## src/mcuirq_pkg.sv

```systemverilog
// Constants and types shared by the interrupt and watchdog flag block
package mcuirq_pkg;
	localparam int CLK_PERIOD_NS = 10;
	// Register offsets
	localparam logic [7:0] IRQ_FLAG_OFS   = 8'h00;
	localparam logic [7:0] IRQ_ENABLE_OFS = 8'h01;
	localparam logic [7:0] PWR_CTRL_OFS   = 8'h02;
	localparam logic [7:0] PWR_CTRL2_OFS  = 8'h03;
	localparam logic [7:0] STATUS_OFS     = 8'h04;
	localparam logic [7:0] PRESCALE_OFS   = 8'h05;
	localparam logic [7:0] EXT_CFG_OFS    = 8'h06;
	localparam logic [7:0] WAKE_SEL_OFS   = 8'h07;
	localparam logic [7:0] LV_THRESH_OFS  = 8'h08;
	// Flag and enable bit positions
	localparam int T0_BIT   = 0;
	localparam int PB_BIT   = 1;
	localparam int EXT_BIT  = 2;
	localparam int T1_BIT   = 3;
	localparam int WDT_BIT  = 6;
	localparam int LVD_BIT  = 7;
	localparam logic [7:0] FLAG_MASK = 8'hcf;
	// Other field positions
	localparam int WDT_RUN_BIT  = 7;
	localparam int LVD_ON_BIT   = 5;
	localparam int LV_LIVE_BIT  = 6;
	localparam int TO_N_BIT     = 4;
	localparam int PS_WDT_BIT   = 3;
	localparam int EIS_BIT      = 0;
	localparam int EDGE_POL_BIT = 1;
	localparam int PB_PINS      = 6;
	// Reset values
	localparam logic [7:0] PWR_CTRL_RST = 8'h80;
	localparam logic [7:0] PRESCALE_RST = 8'h00;
	// Vectors
	localparam logic [10:0] SWI_VECTOR = 11'h001;
	localparam logic [10:0] HW_VECTOR  = 11'h008;
	// Watchdog base periods
	localparam real WDT_P0_MS = 3.5;
	localparam real WDT_P1_MS = 15.0;
	localparam real WDT_P2_MS = 60.0;
	localparam real WDT_P3_MS = 250.0;
	localparam int  WDT_P0_CYC = int'(WDT_P0_MS * 1.0e6 / CLK_PERIOD_NS);
	localparam int  WDT_P1_CYC = int'(WDT_P1_MS * 1.0e6 / CLK_PERIOD_NS);
	localparam int  WDT_P2_CYC = int'(WDT_P2_MS * 1.0e6 / CLK_PERIOD_NS);
	localparam int  WDT_P3_CYC = int'(WDT_P3_MS * 1.0e6 / CLK_PERIOD_NS);
	localparam int  WDT_CNT_W  = 25;

	// One-cycle instruction strobes from the core sequencer
	typedef struct packed {
		logic enable_irqs_instr;
		logic disable_irqs_instr;
		logic return_from_irq_instr;
		logic swi;
		logic clear_watchdog_instr;
	} mcuirq_instr_t;
endpackage : mcuirq_pkg

```

## src/mcuirq_top.sv

```systemverilog
// Interrupt flags, global enable, watchdog and low-voltage flag logic
// Notes on behaviour
// Hardware interrupts need global enable; instructions set/clear
// Software interrupt vectors to 0x001, clears enable
// Return instruction sets global enable again
// Event flags stay set until written zero
// Flag reads show only enabled bits
// Enabled pending flag vectors to 0x008, clears enable
// Enable instruction inside routine allows nesting
// Firmware avoids enable right before return
// Timer0 wrap sets flag bit 0
// Timer1 underflow sets flag bit 3
// Watchdog timeout in interrupt mode sets bit 6
// Watchdog timeout resets or interrupts, clears status
// Clear-watchdog clears counter, prescaler, sets status; here only while prescaler bit 3 assigns it to the watchdog
// Runtime bit 7 gates configured watchdog
// Base timeout 3.5, 15, 60, 250 ms
// Prescaler ratios 1:1-1:128 reset, 1:2-1:256 interrupt
// Port-B input level change sets change flag
// External select masks pin 0 change detection
// Chosen pin 0 edge sets external flag
// Low-voltage output falling edge sets flag
// Detector runs on bit 5; live state readable
// Firmware waits 50us after threshold change
// Timer0 flag and enable at bit 0
// Timer1 flag and enable at bit 3
// Request is OR of enabled flags, no priority
//
// Local design decisions: the address map and the address-and-strobe port.
`timescale 1ns/1ps
`default_nettype none
module mcuirq_top #(
	parameter int WDT_P0 = mcuirq_pkg::WDT_P0_CYC,
	parameter int WDT_P1 = mcuirq_pkg::WDT_P1_CYC,
	parameter int WDT_P2 = mcuirq_pkg::WDT_P2_CYC,
	parameter int WDT_P3 = mcuirq_pkg::WDT_P3_CYC
) (
	// Clock and reset
	input  wire logic                      clk_in,
	input  wire logic                      rst_in,
	// Register port
	input  wire logic [7:0]                reg_addr_in,
	input  wire logic [7:0]                reg_wdata_in,
	input  wire logic                      reg_wr_in,
	input  wire logic                      reg_rd_in,
	output logic      [7:0]                reg_rdata_out,
	// Core sequencer
	input  wire mcuirq_pkg::mcuirq_instr_t instr_in,
	output logic                           irq_req_out,
	output logic                           global_irq_enable_out,
	output logic                           vec_valid_out,
	output logic      [10:0]               vec_addr_out,
	output logic                           wdt_reset_out,
	// Event sources
	input  wire logic                      timer0_wrap_in,
	input  wire logic                      timer1_under_in,
	input  wire logic [5:0]                portb_pins_in,
	input  wire logic [5:0]                portb_is_input_in,
	input  wire logic                      lv_detect_in,
	output logic                           low_voltage_detect_on_out,
	output logic      [3:0]                lv_thresh_sel_out,
	// Configuration words
	input  wire logic                      wdt_cfg_enable_in,
	input  wire logic                      wdt_cfg_irq_mode_in,
	input  wire logic [1:0]                wdt_period_sel_in
);
	import mcuirq_pkg::*;

	logic [7:0]           irq_flag_reg_q;
	logic [7:0]           irq_enable_reg_q;
	logic [7:0]           power_control_reg_q;
	logic [7:0]           prescale_q;
	logic [1:0]           ext_cfg_q;
	logic [5:0]           portb_wake_select_q;
	logic [3:0]           lv_thresh_q;
	logic                 timeout_status_n_q;
	logic                 global_irq_enable_q;
	logic [7:0]           rdata_q;
	logic                 vec_valid_q;
	logic [10:0]          vec_addr_q;
	logic                 wdt_reset_q;
	logic [5:0]           pb_meta_q;
	logic [5:0]           pb_sync_q;
	logic [5:0]           pb_prev_q;
	logic                 lv_meta_q;
	logic                 lv_sync_q;
	logic                 lv_prev_q;
	logic [WDT_CNT_W-1:0] wdt_cnt_q;
	logic [7:0]           wdt_ps_q;
	logic [WDT_CNT_W-1:0] wdt_limit;
	logic [7:0]           ps_ratio;
	logic [7:0]           flag_set;
	logic [5:0]           pb_mask;
	logic                 wr_flag;
	logic                 hw_take;
	logic                 base_tick;
	logic                 wdt_run;
	logic                 wdt_timeout;
	logic                 ps_to_wdt;
	logic                 ext_edge;

	assign wr_flag = reg_wr_in && (reg_addr_in == IRQ_FLAG_OFS);

	// Pin inputs are asynchronous; two flops before any use
	always_ff @(posedge clk_in)
	begin
		if (rst_in)
		begin
			pb_meta_q <= 6'h00;
			pb_sync_q <= 6'h00;
			pb_prev_q <= 6'h00;
			lv_meta_q <= 1'b1;
			lv_sync_q <= 1'b1;
			lv_prev_q <= 1'b1;
		end
		else
		begin
			pb_meta_q <= portb_pins_in;
			pb_sync_q <= pb_meta_q;
			pb_prev_q <= pb_sync_q;
			lv_meta_q <= lv_detect_in;
			lv_sync_q <= lv_meta_q;
			lv_prev_q <= lv_sync_q;
		end
	end

	// Pin 0 belongs to the edge interrupt while selected
	always_comb
	begin
		pb_mask = portb_is_input_in & portb_wake_select_q;
		if (ext_cfg_q[EIS_BIT])
			pb_mask[0] = 1'b0;
	end

	// Polarity 1 picks the rising edge
	assign ext_edge = ext_cfg_q[EIS_BIT] && (pb_sync_q[0] != pb_prev_q[0])
		&& (pb_sync_q[0] == ext_cfg_q[EDGE_POL_BIT]);

	always_comb
	begin
		flag_set          = 8'h00;
		flag_set[T0_BIT]  = timer0_wrap_in;
		flag_set[T1_BIT]  = timer1_under_in;
		flag_set[WDT_BIT] = wdt_timeout && wdt_cfg_irq_mode_in;
		flag_set[PB_BIT]  = |((pb_sync_q ^ pb_prev_q) & pb_mask);
		flag_set[EXT_BIT] = ext_edge;
		flag_set[LVD_BIT] = power_control_reg_q[LVD_ON_BIT] && lv_prev_q && !lv_sync_q;
	end

	// Writing 1 leaves a flag alone; a same-cycle event wins over the clear
	always_ff @(posedge clk_in)
	begin
		if (rst_in)
			irq_flag_reg_q <= 8'h00;
		else if (wr_flag)
			irq_flag_reg_q <= ((irq_flag_reg_q & reg_wdata_in) | flag_set) & FLAG_MASK;
		else
			irq_flag_reg_q <= irq_flag_reg_q | flag_set;
	end

	always_ff @(posedge clk_in)
	begin
		if (rst_in)
		begin
			irq_enable_reg_q    <= 8'h00;
			power_control_reg_q <= PWR_CTRL_RST;
			prescale_q          <= PRESCALE_RST;
			ext_cfg_q           <= 2'b00;
			portb_wake_select_q <= 6'h00;
			lv_thresh_q         <= 4'h0;
		end
		else if (reg_wr_in)
		begin
			case (reg_addr_in)
				IRQ_ENABLE_OFS: irq_enable_reg_q    <= reg_wdata_in & FLAG_MASK;
				PWR_CTRL_OFS:   power_control_reg_q <= reg_wdata_in;
				PRESCALE_OFS:   prescale_q          <= reg_wdata_in & 8'h0f;
				EXT_CFG_OFS:    ext_cfg_q           <= reg_wdata_in[1:0];
				WAKE_SEL_OFS:   portb_wake_select_q <= reg_wdata_in[5:0];
				LV_THRESH_OFS:  lv_thresh_q         <= reg_wdata_in[3:0];
				default:        ;
			endcase
		end
	end

	// No hardware priority; software polls the flags
	assign irq_req_out = |(irq_flag_reg_q & irq_enable_reg_q);
	assign hw_take = irq_req_out && global_irq_enable_q && !instr_in.swi;

	always_ff @(posedge clk_in)
	begin
		if (rst_in)
			global_irq_enable_q <= 1'b0;
		else if (instr_in.swi || hw_take || instr_in.disable_irqs_instr)
			global_irq_enable_q <= 1'b0;
		else if (instr_in.enable_irqs_instr || instr_in.return_from_irq_instr)
			global_irq_enable_q <= 1'b1;
	end

	// Software vector goes out whatever the global enable
	always_ff @(posedge clk_in)
	begin
		if (rst_in)
		begin
			vec_valid_q <= 1'b0;
			vec_addr_q  <= 11'h000;
		end
		else
		begin
			vec_valid_q <= instr_in.swi || hw_take;
			if (instr_in.swi)
				vec_addr_q <= SWI_VECTOR;
			else if (hw_take)
				vec_addr_q <= HW_VECTOR;
		end
	end

	always_comb
	begin
		case (wdt_period_sel_in)
			2'd0:    wdt_limit = WDT_CNT_W'(WDT_P0 - 1);
			2'd1:    wdt_limit = WDT_CNT_W'(WDT_P1 - 1);
			2'd2:    wdt_limit = WDT_CNT_W'(WDT_P2 - 1);
			default: wdt_limit = WDT_CNT_W'(WDT_P3 - 1);
		endcase
	end

	assign ps_to_wdt = prescale_q[PS_WDT_BIT];
	assign wdt_run   = wdt_cfg_enable_in && power_control_reg_q[WDT_RUN_BIT];
	assign base_tick = wdt_run && (wdt_cnt_q >= wdt_limit);
	// Ratio minus one: 2^sel in reset mode, 2^(sel+1) in interrupt mode
	assign ps_ratio = !ps_to_wdt ? 8'h00 :
		(wdt_cfg_irq_mode_in ? ((8'h02 << prescale_q[2:0]) - 8'h01)
		: ((8'h01 << prescale_q[2:0]) - 8'h01));
	assign wdt_timeout = base_tick && (wdt_ps_q >= ps_ratio);

	always_ff @(posedge clk_in)
	begin
		if (rst_in)
		begin
			wdt_cnt_q <= '0;
			wdt_ps_q  <= 8'h00;
		end
		else if ((instr_in.clear_watchdog_instr && ps_to_wdt) || !wdt_run)
		begin
			wdt_cnt_q <= '0;
			wdt_ps_q  <= 8'h00;
		end
		else if (base_tick)
		begin
			wdt_cnt_q <= '0;
			wdt_ps_q  <= wdt_timeout ? 8'h00 : wdt_ps_q + 8'h01;
		end
		else
			wdt_cnt_q <= wdt_cnt_q + 1'b1;
	end

	// Timeout clears the status even if a clear arrives together
	always_ff @(posedge clk_in)
	begin
		if (rst_in)
		begin
			timeout_status_n_q <= 1'b1;
			wdt_reset_q        <= 1'b0;
		end
		else
		begin
			wdt_reset_q <= wdt_timeout && !wdt_cfg_irq_mode_in;
			if (wdt_timeout)
				timeout_status_n_q <= 1'b0;
			else if (instr_in.clear_watchdog_instr && ps_to_wdt)
				timeout_status_n_q <= 1'b1;
		end
	end

	always_ff @(posedge clk_in)
	begin
		if (rst_in)
			rdata_q <= 8'h00;
		else if (reg_rd_in)
		begin
			case (reg_addr_in)
				IRQ_FLAG_OFS:   rdata_q <= irq_flag_reg_q & irq_enable_reg_q;
				IRQ_ENABLE_OFS: rdata_q <= irq_enable_reg_q;
				PWR_CTRL_OFS:   rdata_q <= power_control_reg_q;
				PWR_CTRL2_OFS:  rdata_q <= {1'b0, lv_sync_q, 6'h00};
				STATUS_OFS:     rdata_q <= {3'b000, timeout_status_n_q, 4'h0};
				PRESCALE_OFS:   rdata_q <= prescale_q;
				EXT_CFG_OFS:    rdata_q <= {6'h00, ext_cfg_q};
				WAKE_SEL_OFS:   rdata_q <= {2'b00, portb_wake_select_q};
				LV_THRESH_OFS:  rdata_q <= {4'h0, lv_thresh_q};
				default:        rdata_q <= 8'h00;
			endcase
		end
		else
			rdata_q <= 8'h00;
	end

	assign reg_rdata_out             = rdata_q;
	assign global_irq_enable_out     = global_irq_enable_q;
	assign vec_valid_out             = vec_valid_q;
	assign vec_addr_out              = vec_addr_q;
	assign wdt_reset_out             = wdt_reset_q;
	assign low_voltage_detect_on_out = power_control_reg_q[LVD_ON_BIT];
	assign lv_thresh_sel_out         = lv_thresh_q;
endmodule : mcuirq_top
`default_nettype wire

```

## config.mk

```make
export PLATFORM = sky130hd
export DESIGN_NAME = mcuirq_top
export DESIGN_NICKNAME = d
export VERILOG_FILES = /design/src/mcuirq_pkg.sv /design/src/mcuirq_top.sv
export SDC_FILE = /design/constraint.sdc
export NUM_CORES = 1
export LEC_CHECK = 0
export BUFFER_PORTS_ARGS = -buffer_cell sky130_fd_sc_hd__clkbuf_2
export CORE_MARGIN = 2
export CORE_UTILIZATION = 45
export CTS_CLUSTER_SIZE = 20
export DETAILED_ROUTE_END_ITERATION = 7
export PLACE_DENSITY = 0.64
export SLEW_MARGIN = 15
export SYNTH_ARGS = -nofsm -noshare
export SYNTH_HDL_FRONTEND = slang
export SYNTH_SLANG_ARGS = --single-unit
```

## constraint.sdc

```tcl
create_clock -name clk_in -period 7.75 [get_ports clk_in]
set_clock_uncertainty 0.2 [all_clocks]
set_input_delay 1.1625 -clock clk_in [delete_from_list [all_inputs] [get_ports clk_in]]
set_output_delay 1.1625 -clock clk_in [all_outputs]
set_load 0.02 [all_outputs]
```

# Word-level counts from Yosys, hierarchy flattened

Index checks and enable logic that the tools add are counted.

Register bits after elaboration: 106
Input bits: 44
Output and inout port bits: 28
Logic and storage cells: 101

Add/sub/neg operators: 4
Magnitude comparators: 2
Equal/unequal tests: 12
Shift operators: 2
Mux-type cells: 11
Bitwise operators: 8
Reductions and logical operators: 39

Operator list:

| cell                                                                  | count |
|---|---|
| 25-bit one-hot mux with 3 select lines                                | 1 |
| 8-bit one-hot mux with 9 select lines                                 | 1 |
| 8-bit by 3-bit equality test with 1-bit output, second input constant | 4 |
| 8-bit 2-to-1 mux                                                      | 4 |
| 25-bit by 1-bit adder with 25-bit output, second input constant       | 1 |
| 25-bit >= comparator                                                  | 1 |
| 8-bit AND                                                             | 2 |
| 8-bit by 2-bit equality test with 1-bit output, second input constant | 2 |
| 8-bit bitwise OR                                                      | 2 |
| 8-bit by 1-bit subtractor with 8-bit output, second input constant    | 2 |
| 1-bit logical AND                                                     | 13 |
| 6-bit AND                                                             | 2 |
| 2-bit AND reduction                                                   | 6 |
| 2-bit OR reduction                                                    | 5 |
| 8-bit by 1-bit adder with 8-bit output, second input constant         | 1 |
| 8-bit by 1-bit equality test with 1-bit output, second input constant | 1 |
| 8-bit by 4-bit equality test with 1-bit output, second input constant | 1 |
| 8-bit >= comparator                                                   | 1 |
| 8-bit zero test                                                       | 1 |
| 8-bit OR reduction                                                    | 1 |
| 1-bit by 3-bit << shifter with 8-bit output, first input constant     | 1 |
| 2-bit by 3-bit << shifter with 8-bit output, first input constant     | 1 |
| 6-bit OR reduction                                                    | 1 |
| 6-bit bitwise XOR                                                     | 1 |
| other kinds (11)                                                      | 22 |

# Logic depth before layout (Yosys ltp)

Gate-level depths: netlist (run 1).

Depth in word-level cells: 9
Mapped depth: 17
Gate-level depth less buffers: 15

# Least setup slack after synthesis (run 1)

OpenSTA, ideal clock, no wires.

Kind: in2reg
From: input port wdt_cfg_irq_mode_in
To: register wdt_ps_q[6]
Setup time: 0.075 ns
Data arrival time: 3.596 ns
Required time: 7.475 ns
Slack: 3.880 ns
Cell stages on the path: 17
Buffers on the path: 2
Cell sequence: inv_1 ha_1 clkbuf_1 nand2_1 ha_1 inv_1 and3_1 a21oi_1 o22ai_1 o21ai_0 ha_1 a21o_1 a21o_1 a221oi_1 buf_2 nand2b_1 o22ai_1

Word-level cells in the longest chain between the ends: 5

RTL lines:

| item                 | RTL line          | source |
|---|---|---|
| from (decl)          | mcuirq_top.sv:64  | `input wire logic wdt_cfg_irq_mode_in,` |
| 8-bit 2-to-1 mux     | mcuirq_top.sv:233 | `(wdt_cfg_irq_mode_in ? ((8'h02 << prescale_q[2:0]) - 8'h01)` |
| 8-bit 2-to-1 mux     | mcuirq_top.sv:232 | `assign ps_ratio = !ps_to_wdt ? 8'h00 :` |
| 8-bit >= comparator  | mcuirq_top.sv:235 | `assign wdt_timeout = base_tick && (wdt_ps_q >= ps_ratio);` |
| 1-bit logical AND    | mcuirq_top.sv:235 |  |
| 8-bit 2-to-1 mux     | mcuirq_top.sv:252 | `wdt_ps_q <= wdt_timeout ? 8'h00 : wdt_ps_q + 8'h01;` |
| to (signal assigned) | mcuirq_top.sv:252 |  |
| to (decl)            | mcuirq_top.sv:89  | `logic [7:0] wdt_ps_q;` |

Every way passes these cells.
A chain may end at the register's enable or synchronous reset.

# Final worst setup path (run 1)

From: input port wdt_period_sel_in[0]
To: register wdt_cnt_q[7]

Word-level cells in the longest chain between the ends: 5
Elaborated cells between the ends (all ways): 7
Those cells by class: 1 x order compare; 2 x eq/ne; 1 x mux; 3 x reduce/logical

RTL lines:

| item                                              | RTL line          | source |
|---|---|---|
| from (decl)                                       | mcuirq_top.sv:65  | `input wire logic [1:0] wdt_period_sel_in` |
| 2-bit equality test, or another cell as far along | mcuirq_top.sv:220 | `case (wdt_period_sel_in)` |
| 25-bit one-hot mux with 3 select lines (*)        | mcuirq_top.sv:220 |  |
| 25-bit >= comparator (*)                          | mcuirq_top.sv:230 | `assign base_tick = wdt_run && (wdt_cnt_q >= wdt_limit);` |
| 1-bit logical AND (*)                             | mcuirq_top.sv:230 |  |
| 3-bit OR reduction (no line) (*)                  | -                 |  |
| to (signal assigned)                              | mcuirq_top.sv:255 | `wdt_cnt_q <= wdt_cnt_q + 1'b1;` |
| to (decl)                                         | mcuirq_top.sv:88  | `logic [WDT_CNT_W-1:0] wdt_cnt_q;` |

Every way passes the cells marked *; elsewhere a longest branch is shown, timed or not.

==> results of run 1 <==
[layout make-up]
cell class / instances / share of cell area [%]
tap: 143 / 3.05
clock buffer: 9 / 3.84
sequential: 104 / 35.5
inverter: 16 / 1.02
timing repair buffer: 64 / 5.54
multi-input combinational: 460 / 49.8
clock inverter: 7 / 1.28
[power groups by stage]
stage / clock (mW) / sequential [mW] / combinational (mW)
floorplan: 0 / 0.557 / 0.0438
global placement: 0 / 0.557 / 0.0641
detailed placement: 0 / 0.557 / 0.0657
CTS: 0.459 / 0.544 / 0.0660
global route: 0.488 / 0.545 / 0.0747
finish: 0.450 / 0.544 / 0.0660
[metal layers]
layer | vias to the layer above | part of all wire (%)
met5 | - | 0
met4 | 0 | 1.2
met3 | 11 | 5.1
met2 | 84 | 44
met1 | 1983 | 50
li1 | 2195 | -
[registers in the layout, indices dropped and copies added (netlist names), 2 cells and up]
register / cells
power_control_reg_q: 8
irq_enable_reg_q: 6
pb_sync_q: 6
ext_cfg_q: 2
portb_wake_select_q: 6
vec_addr_out: 2
wdt_ps_q: 8
reg_rdata_out: 8
prescale_q: 4
lv_thresh_sel_out: 4
pb_meta_q: 6
irq_flag_reg_q: 6
pb_prev_q: 6
wdt_cnt_q: 25
[cell families (layout without fill, tap and decap cells)]
logic type	after synthesis	count (layout)	synth area share, %
other	1	9	0.0719
adder cells (fa/ha/maj)	37	37	8.88
AND/OR/NAND/NOR	255	255	24.8
AO/OA/AOI/OAI	107	107	12.4
multiplexers	21	21	4.10
flip-flops	104	104	39.9
buffers and inverters	49	96	4.58
XOR/XNOR	31	31	5.21
[critical path, cell delays in order]
cell and delay, ns:
clkbuf_2 0.13, inv_1 0.10, ha_1 0.33, inv_1 0.12
ha_1 0.25, a211oi_1 0.24, nor2b_1 0.07, o311a_1 0.34
nor3_2 0.69, nand2_1 0.69, nor2_1 0.27
[path summary, 6_finish.rpt]
path | end | slack, ns
max | wdt_cnt_q[7]$_SDFF_PP0_ | 3.44
min | lv_sync_q$_SDFF_PP1_ | 0.21
max reg2reg | wdt_ps_q[0]$_SDFFE_PP0P_ | 4.26
min reg2reg | lv_sync_q$_SDFF_PP1_ | 0.21
[synth_stat cells, drive strengths merged, types with 6 or more instances]
master | instances | area, um2
xnor2 | 8 | 70.1
nand2 | 59 | 224
dfxtp | 104 | 2080
o22ai | 10 | 62.6
xor2 | 23 | 201
mux2i | 18 | 180
inv | 16 | 60.1
or3 | 8 | 50.1
ha | 37 | 463
clkbuf | 14 | 52.6
nor2b | 22 | 138
nor3 | 13 | 81.3
and3 | 7 | 43.8
nand4 | 9 | 56.3
a21oi | 47 | 235
nand3 | 30 | 155
buf | 19 | 126
or2 | 6 | 37.5
nor2 | 74 | 294
o21ai | 18 | 90.1
[per-stage QoR]
stage	power (mW)	std cells	utilization [%]	setup slack (ns)
floorplan	0.601	613	-	3.88
global placement	0.621	787	49.0	3.22
detailed placement	0.622	787	49.0	3.11
CTS	1.07	803	51.6	3.47
global route	1.11	803	51.6	3.14
finish	1.06	803	51.6	3.44
==> impl_metrics.yaml, run 1 <==
global_routing:
  grt_pass1_wl_um: 19600
  antenna_found_initial: 0
  grt_max_degree: 65
  grt_overflow_total: 0
  globalRouteMet1Util_pct: 26.8
  grt_util_met3_pct: 4.79
  busiest_layer: "met2"
  met2_usage_pct: 29.1
  grt_use_total_pct: 19.3
  grt_pass1_vias: 4029
cts:
  cts_inserted_buffers: 9
  cts.clk_slew.worst_paths_ns: 0.07
  clock_latency_ns: 0.35
  cts_setup_buffers: 0
  post_cts_resized: 0
  cts-root-buf: "clkbuf_16"
  clock-sinks: 104
  ctsHoldBuffers: 0
  cts_max_level: 3
  clockBufferDepth: 2
  cts_tree: "built"
timing:
  hold_slack_ns: 0.212
  drv_slew: 0
  finalCritPeriodShare_pct: 55.6
  setup_viol: 0
  fmax_mhz: 232
  setup-tns-final_ns: 0
  rsz0062_at_grt: "no"
  hold_violations: 0
  period_minus_slack_ns: 4.31
  tightest_slew_ns: 0.818
  maxSlewHeadroom_pct: 45.2
worst_hold_path:
  hp-start: "lv_meta_q$_SDFF_PP1_"
  holdPathStages: 1
  hp-class: "flop to flop"
cells_and_area:
  fin_nets: 736
  drive_above_1_share_pct: 14.7
  mostFrequentLayoutCells: "104 x dfxtp_1, 73 x nor2_1, 62 x clkbuf_2"
  antenna_cells: 0
  final_common_cell: "dfxtp_1"
  fin_area_um2: 5870
  multi_input_area_um2: 2920
  synthToLayoutAreaGrowth_pct: 12.6
  fillers: 1052
  seqCellArea_um2: 2080
drt:
  ant_nets: 0
  drcViolationCount: 0
  wirelength_um: 11500
  vias: 4273
  drt_iter0_drc: 197
  viasPerCell: 5.32
  routed_wire_length_per_instance_um: 14.3
  firstDrtPassIters: 4
floorplanning:
  core_region_area_um2: 11400
  die_h_um: 112
  num_io_pins: 72
  fp.dieW_um: 112
  start_util_pct: 45.9
  dieArea_um2: 12500
  fp-row-count: 39
status:
  status: "completed"
synth:
  ys_seq_elements: 104
  synth_cells: 605
  syn-cell-area_um2: 5210
  yosysUniqueCellTypes: 57
  synthArstFlopShare_pct: 0
  avgSynthCellArea_um2: 8.62
  synth_edf_count: 0
  ys.flop_type: "dfxtp_1"
  synth_warnings: 0
  yosysSeqAreaShare_pct: 39.9
placed_design:
  globalplace.congestion: 0.878
  dp_hpwl_um: 8470
  io_buffer_count: 62
  postPlaceCellArea_um2: 5570
pwr:
  power.leakage_nw: 2.42
  power_switching_mw: 0.269
  ir_drop_v: 0.000116
  pwr-share-comb_pct: 6.2
  p_sw_share_pct: 25.4
  seq_power_share_pct: 51.3
  power.share.clock_pct: 42.5
  intPower_mw: 0.791
  p_per_area_nw_per_um2: 181
setup_path:
  setup.worst_path.start_class: "primary input"
  rr_startpoint: "prescale_q[0]$_SDFFE_PP0P_"
  worstPathArrival_ns: 4.38
  rr_worst_depth: 16
  worst_setup_path_end_kind: "flop"
  crit_type: "primary input to flop"
  crit_required_ns: 7.83
  critPathMaxFanout: 24
  crit_start: "wdt_period_sel_in[0]"
run:
  maxCapViolCount: 0
Note: power is estimated with default switching activity, not from simulation.
==> run 2: changes to the inputs <==
--- a/config.mk
+++ b/config.mk
@@ -5,12 +5,13 @@
 export SDC_FILE = /design/constraint.sdc
 export NUM_CORES = 1
 export LEC_CHECK = 0
+export ABC_AREA = 1
 export BUFFER_PORTS_ARGS = -buffer_cell sky130_fd_sc_hd__clkbuf_2
 export CORE_MARGIN = 2
 export CORE_UTILIZATION = 45
 export CTS_CLUSTER_SIZE = 20
 export DETAILED_ROUTE_END_ITERATION = 7
-export PLACE_DENSITY = 0.64
+export PLACE_DENSITY = 0.66
 export SLEW_MARGIN = 15
 export SYNTH_ARGS = -nofsm -noshare
 export SYNTH_HDL_FRONTEND = slang
==> constraint.sdc (replaced) <==
create_clock -name clk_in -period 3.7 [get_ports clk_in]
set_clock_uncertainty 0.2 [all_clocks]
set_input_delay 0.555 -clock clk_in [delete_from_list [all_inputs] [get_ports clk_in]]
set_output_delay 0.555 -clock clk_in [all_outputs]
set_load 0.02 [all_outputs]
==> run 2 against run 1 <==
Net effect:
- setup slack lost 2.8 ns
- sequential cell count is the same
- sequential share of layout area shrank 2.1 points
- power grew 110%
- area after synthesis grew 6.4%
- clock-buffer cell count is the same
- global-route usage grew 1.1 points
- via count grew 16%
- utilization grew 0.29 points
- critical path depth grew 8
- design area grew 6.2%
- largest cell class unchanged
==> impl_metrics.yaml, run 2 <==
cts:
  cts_setup_buffers: 0
  post_cts_resized: 0
  clock-sinks: 104
  cts_inserted_buffers: 9
  cts-root-buf: "clkbuf_16"
  clock_latency_ns: 0.34
  cts.clk_slew.worst_paths_ns: 0.07
  ctsHoldBuffers: 0
  clockBufferDepth: 2
  cts_max_level: 3
  cts_tree: "built"
setup_path:
  crit_required_ns: 3.78
  worst_r2r_endpoint: "wdt_ps_q[6]$_SDFFE_PP0P_"
  crit_slowest_cell: "dfxtp_1"
  worst_setup_path_end_kind: "flop"
  path_cells: "inv_1 > ha_1 > nand2_1 > o21ai_0 > nand2_1 > nand2_1 > nor2_1 > nand2_1 > nor3_2 > nor2_1 > nor2_1 > nand2_1 > ha_1 > a21oi_1 > o21a_1 > nand3_1 > inv_1 > nand4_1 > a21oi_1"
  worstPathArrival_ns: 3.17
  rr_worst_depth: 19
  critPathMaxFanout: 6
  crit_type: "flop to flop"
  crit_top_cell: "nand2_1"
  crit_start: "prescale_q[0]$_SDFFE_PP0P_"
  critPathMaxStageDelay_ns: 0.34
  r2r_setup_slack_ns: 0.60
  rr_startpoint: "prescale_q[0]$_SDFFE_PP0P_"
  setup.worst_path.start_class: "flop"
global_routing:
  grt_overflow_total: 0
  grt_max_degree: 35
  grt_pass1_vias: 4588
  antenna_found_initial: 0
  grt_use_total_pct: 20.3
  grt_pass1_wl_um: 21400
timing:
  maxSlewHeadroom_pct: 56.6
  rsz0062_at_grt: "no"
  fmax_mhz: 323
  drv_slew: 0
  setup_viol: 0
  finalCritPeriodShare_pct: 83.7
  hold_slack_ns: 0.172
  setup-tns-final_ns: 0
  period_minus_slack_ns: 3.10
  hold_violations: 0
  tightest_slew_ns: 0.651
  setup_slack_ns: 0.602
placed_design:
  pre_cts_slack_ns: 0.315
  dp_hpwl_um: 10000
  globalplace.congestion: 0.884
  io_buffer_count: 62
cells_and_area:
  antenna_cells: 0
  top_register: "wdt_cnt_q"
  synthToLayoutAreaGrowth_pct: 12.4
  fillers: 1213
  fin_nets: 905
  largest_register_ffs: 25
  mostFrequentLayoutCells: "139 x nand2_1, 112 x inv_1, 104 x dfxtp_1"
  final_common_cell: "nand2_1"
  drive_above_1_share_pct: 13.5
drt:
  drt_iter0_drc: 282
  routed_wire_length_per_instance_um: 13.1
  drcViolationCount: 0
  ant_nets: 0
  wirelength_um: 12800
  firstDrtPassIters: 5
  vias: 4945
  viasPerCell: 5.07
floorplanning:
  core_region_area_um2: 12000
  die_h_um: 115
  dieArea_um2: 13200
  num_io_pins: 72
  fp.dieW_um: 115
  start_util_pct: 46.2
  fp-row-count: 40
pwr:
  power_mw: 2.24
  p_per_area_nw_per_um2: 360
  power.leakage_nw: 2.81
  ir_drop_v: 0.000237
worst_hold_path:
  hold_path_end: "global_irq_enable_out$_SDFFE_PP0P_"
  hp-class: "primary input to flop"
  hp-start: "instr_in[3]"
  holdPathStages: 2
synth:
  syn-cell-area_um2: 5550
  yosysUniqueCellTypes: 45
  synth_warnings: 0
  ys_seq_elements: 104
  synth_edf_count: 0
  yosysSeqAreaShare_pct: 37.5
  synth.area.top_cells: "dfxtp_1 38%, nand2_1 9.4%, ha_1 8.3%"
  synth.top_cell.area_share_pct: 37.5
  synth_cells: 764
  synthArstFlopShare_pct: 0
  synth_top_area_cell: "dfxtp_1"
  avgSynthCellArea_um2: 7.26
  post-synth-top-count-cell: "nand2_1"
  ys.flop_type: "dfxtp_1"
  ys_top_cells_by_count: "139 x nand2_1, 112 x inv_1, 104 x dfxtp_1"
run:
  maxCapViolCount: 0
status:
  status: "completed"
[run 2: cell count changes after synthesis, moves of 10 or more]
cell,delta
mux2i_1,-18
nor2_1,+13
nand2_1,+81
nor2b_1,-22
inv_1,+96
nor3_1,+10
a21oi_1,+23
o21ai_0,+33
[run 2: how the worst max path moves through the flow]
stage               cells after the start                       end  slack [ns]
floorplan                              19  wdt_ps_q[2]$_SDFFE_PP0P_        0.81
global placement                       20  wdt_ps_q[6]$_SDFFE_PP0P_        0.49
detailed placement                     20  wdt_ps_q[6]$_SDFFE_PP0P_        0.31
CTS                                    19  wdt_ps_q[6]$_SDFFE_PP0P_        0.63
global route                           19  wdt_ps_q[6]$_SDFFE_PP0P_        0.26
finish                                 19  wdt_ps_q[6]$_SDFFE_PP0P_        0.60
[run 2: layout make-up]
type	count	area, um2	share of cell area (%)
clock inverter	7	76.3	1.22
clock buffer	9	225	3.61
tap	147	184	2.95
multi-input combinational	533	2930	46.9
timing repair buffer	63	318	5.10
inverter	113	424	6.80
sequential	104	2080	33.4
[run 2: cell families (layout without fill, tap and decap cells)]
group	Yosys count	after routing	synth area share [%]
AO/OA/AOI/OAI	141	141	13.6
AND/OR/NAND/NOR	326	326	27.0
flip-flops	104	104	37.5
other	1	9	0.0676
XOR/XNOR	20	20	3.16
buffers and inverters	135	192	10.3
adder cells (fa/ha/maj)	37	37	8.34
[run 2: worst max-delay path: cells and delay by family, from the launching register on]
kind	cells	cell delay, ns
compound gates	4	0.55
buf+inv	2	0.27
fa+ha+maj	2	0.49
flops	1	0.34
simple gates	11	1.19
[run 2: where the power goes]
part           total (mW)  internal [mW]  switching [mW]
Combinational       0.145         0.0487          0.0963
Clock               0.959          0.531           0.428
Sequential           1.14           1.13         0.00703
[run 2: per-stage QoR]
stage	cells	utilization, %	instance area [um2]
2_1_floorplan	772	-	5580
5_1_grt	976	51.9	6240
3_5_place_dp	960	49.4	5930
3_3_place_gp	960	49.4	5930
6_report	976	51.9	6240
4_1_cts	976	51.9	6240
[run 2: per-layer routing]
layer  vias up  global-route usage (%)  part of all wire [%]
li1       2589                       -                     -
met1      2236                    27.9                    49
met2       108                    32.5                    46
met3        12                    2.53                   3.5
met4         0                    8.19                   1.3
met5         -                       0                     0
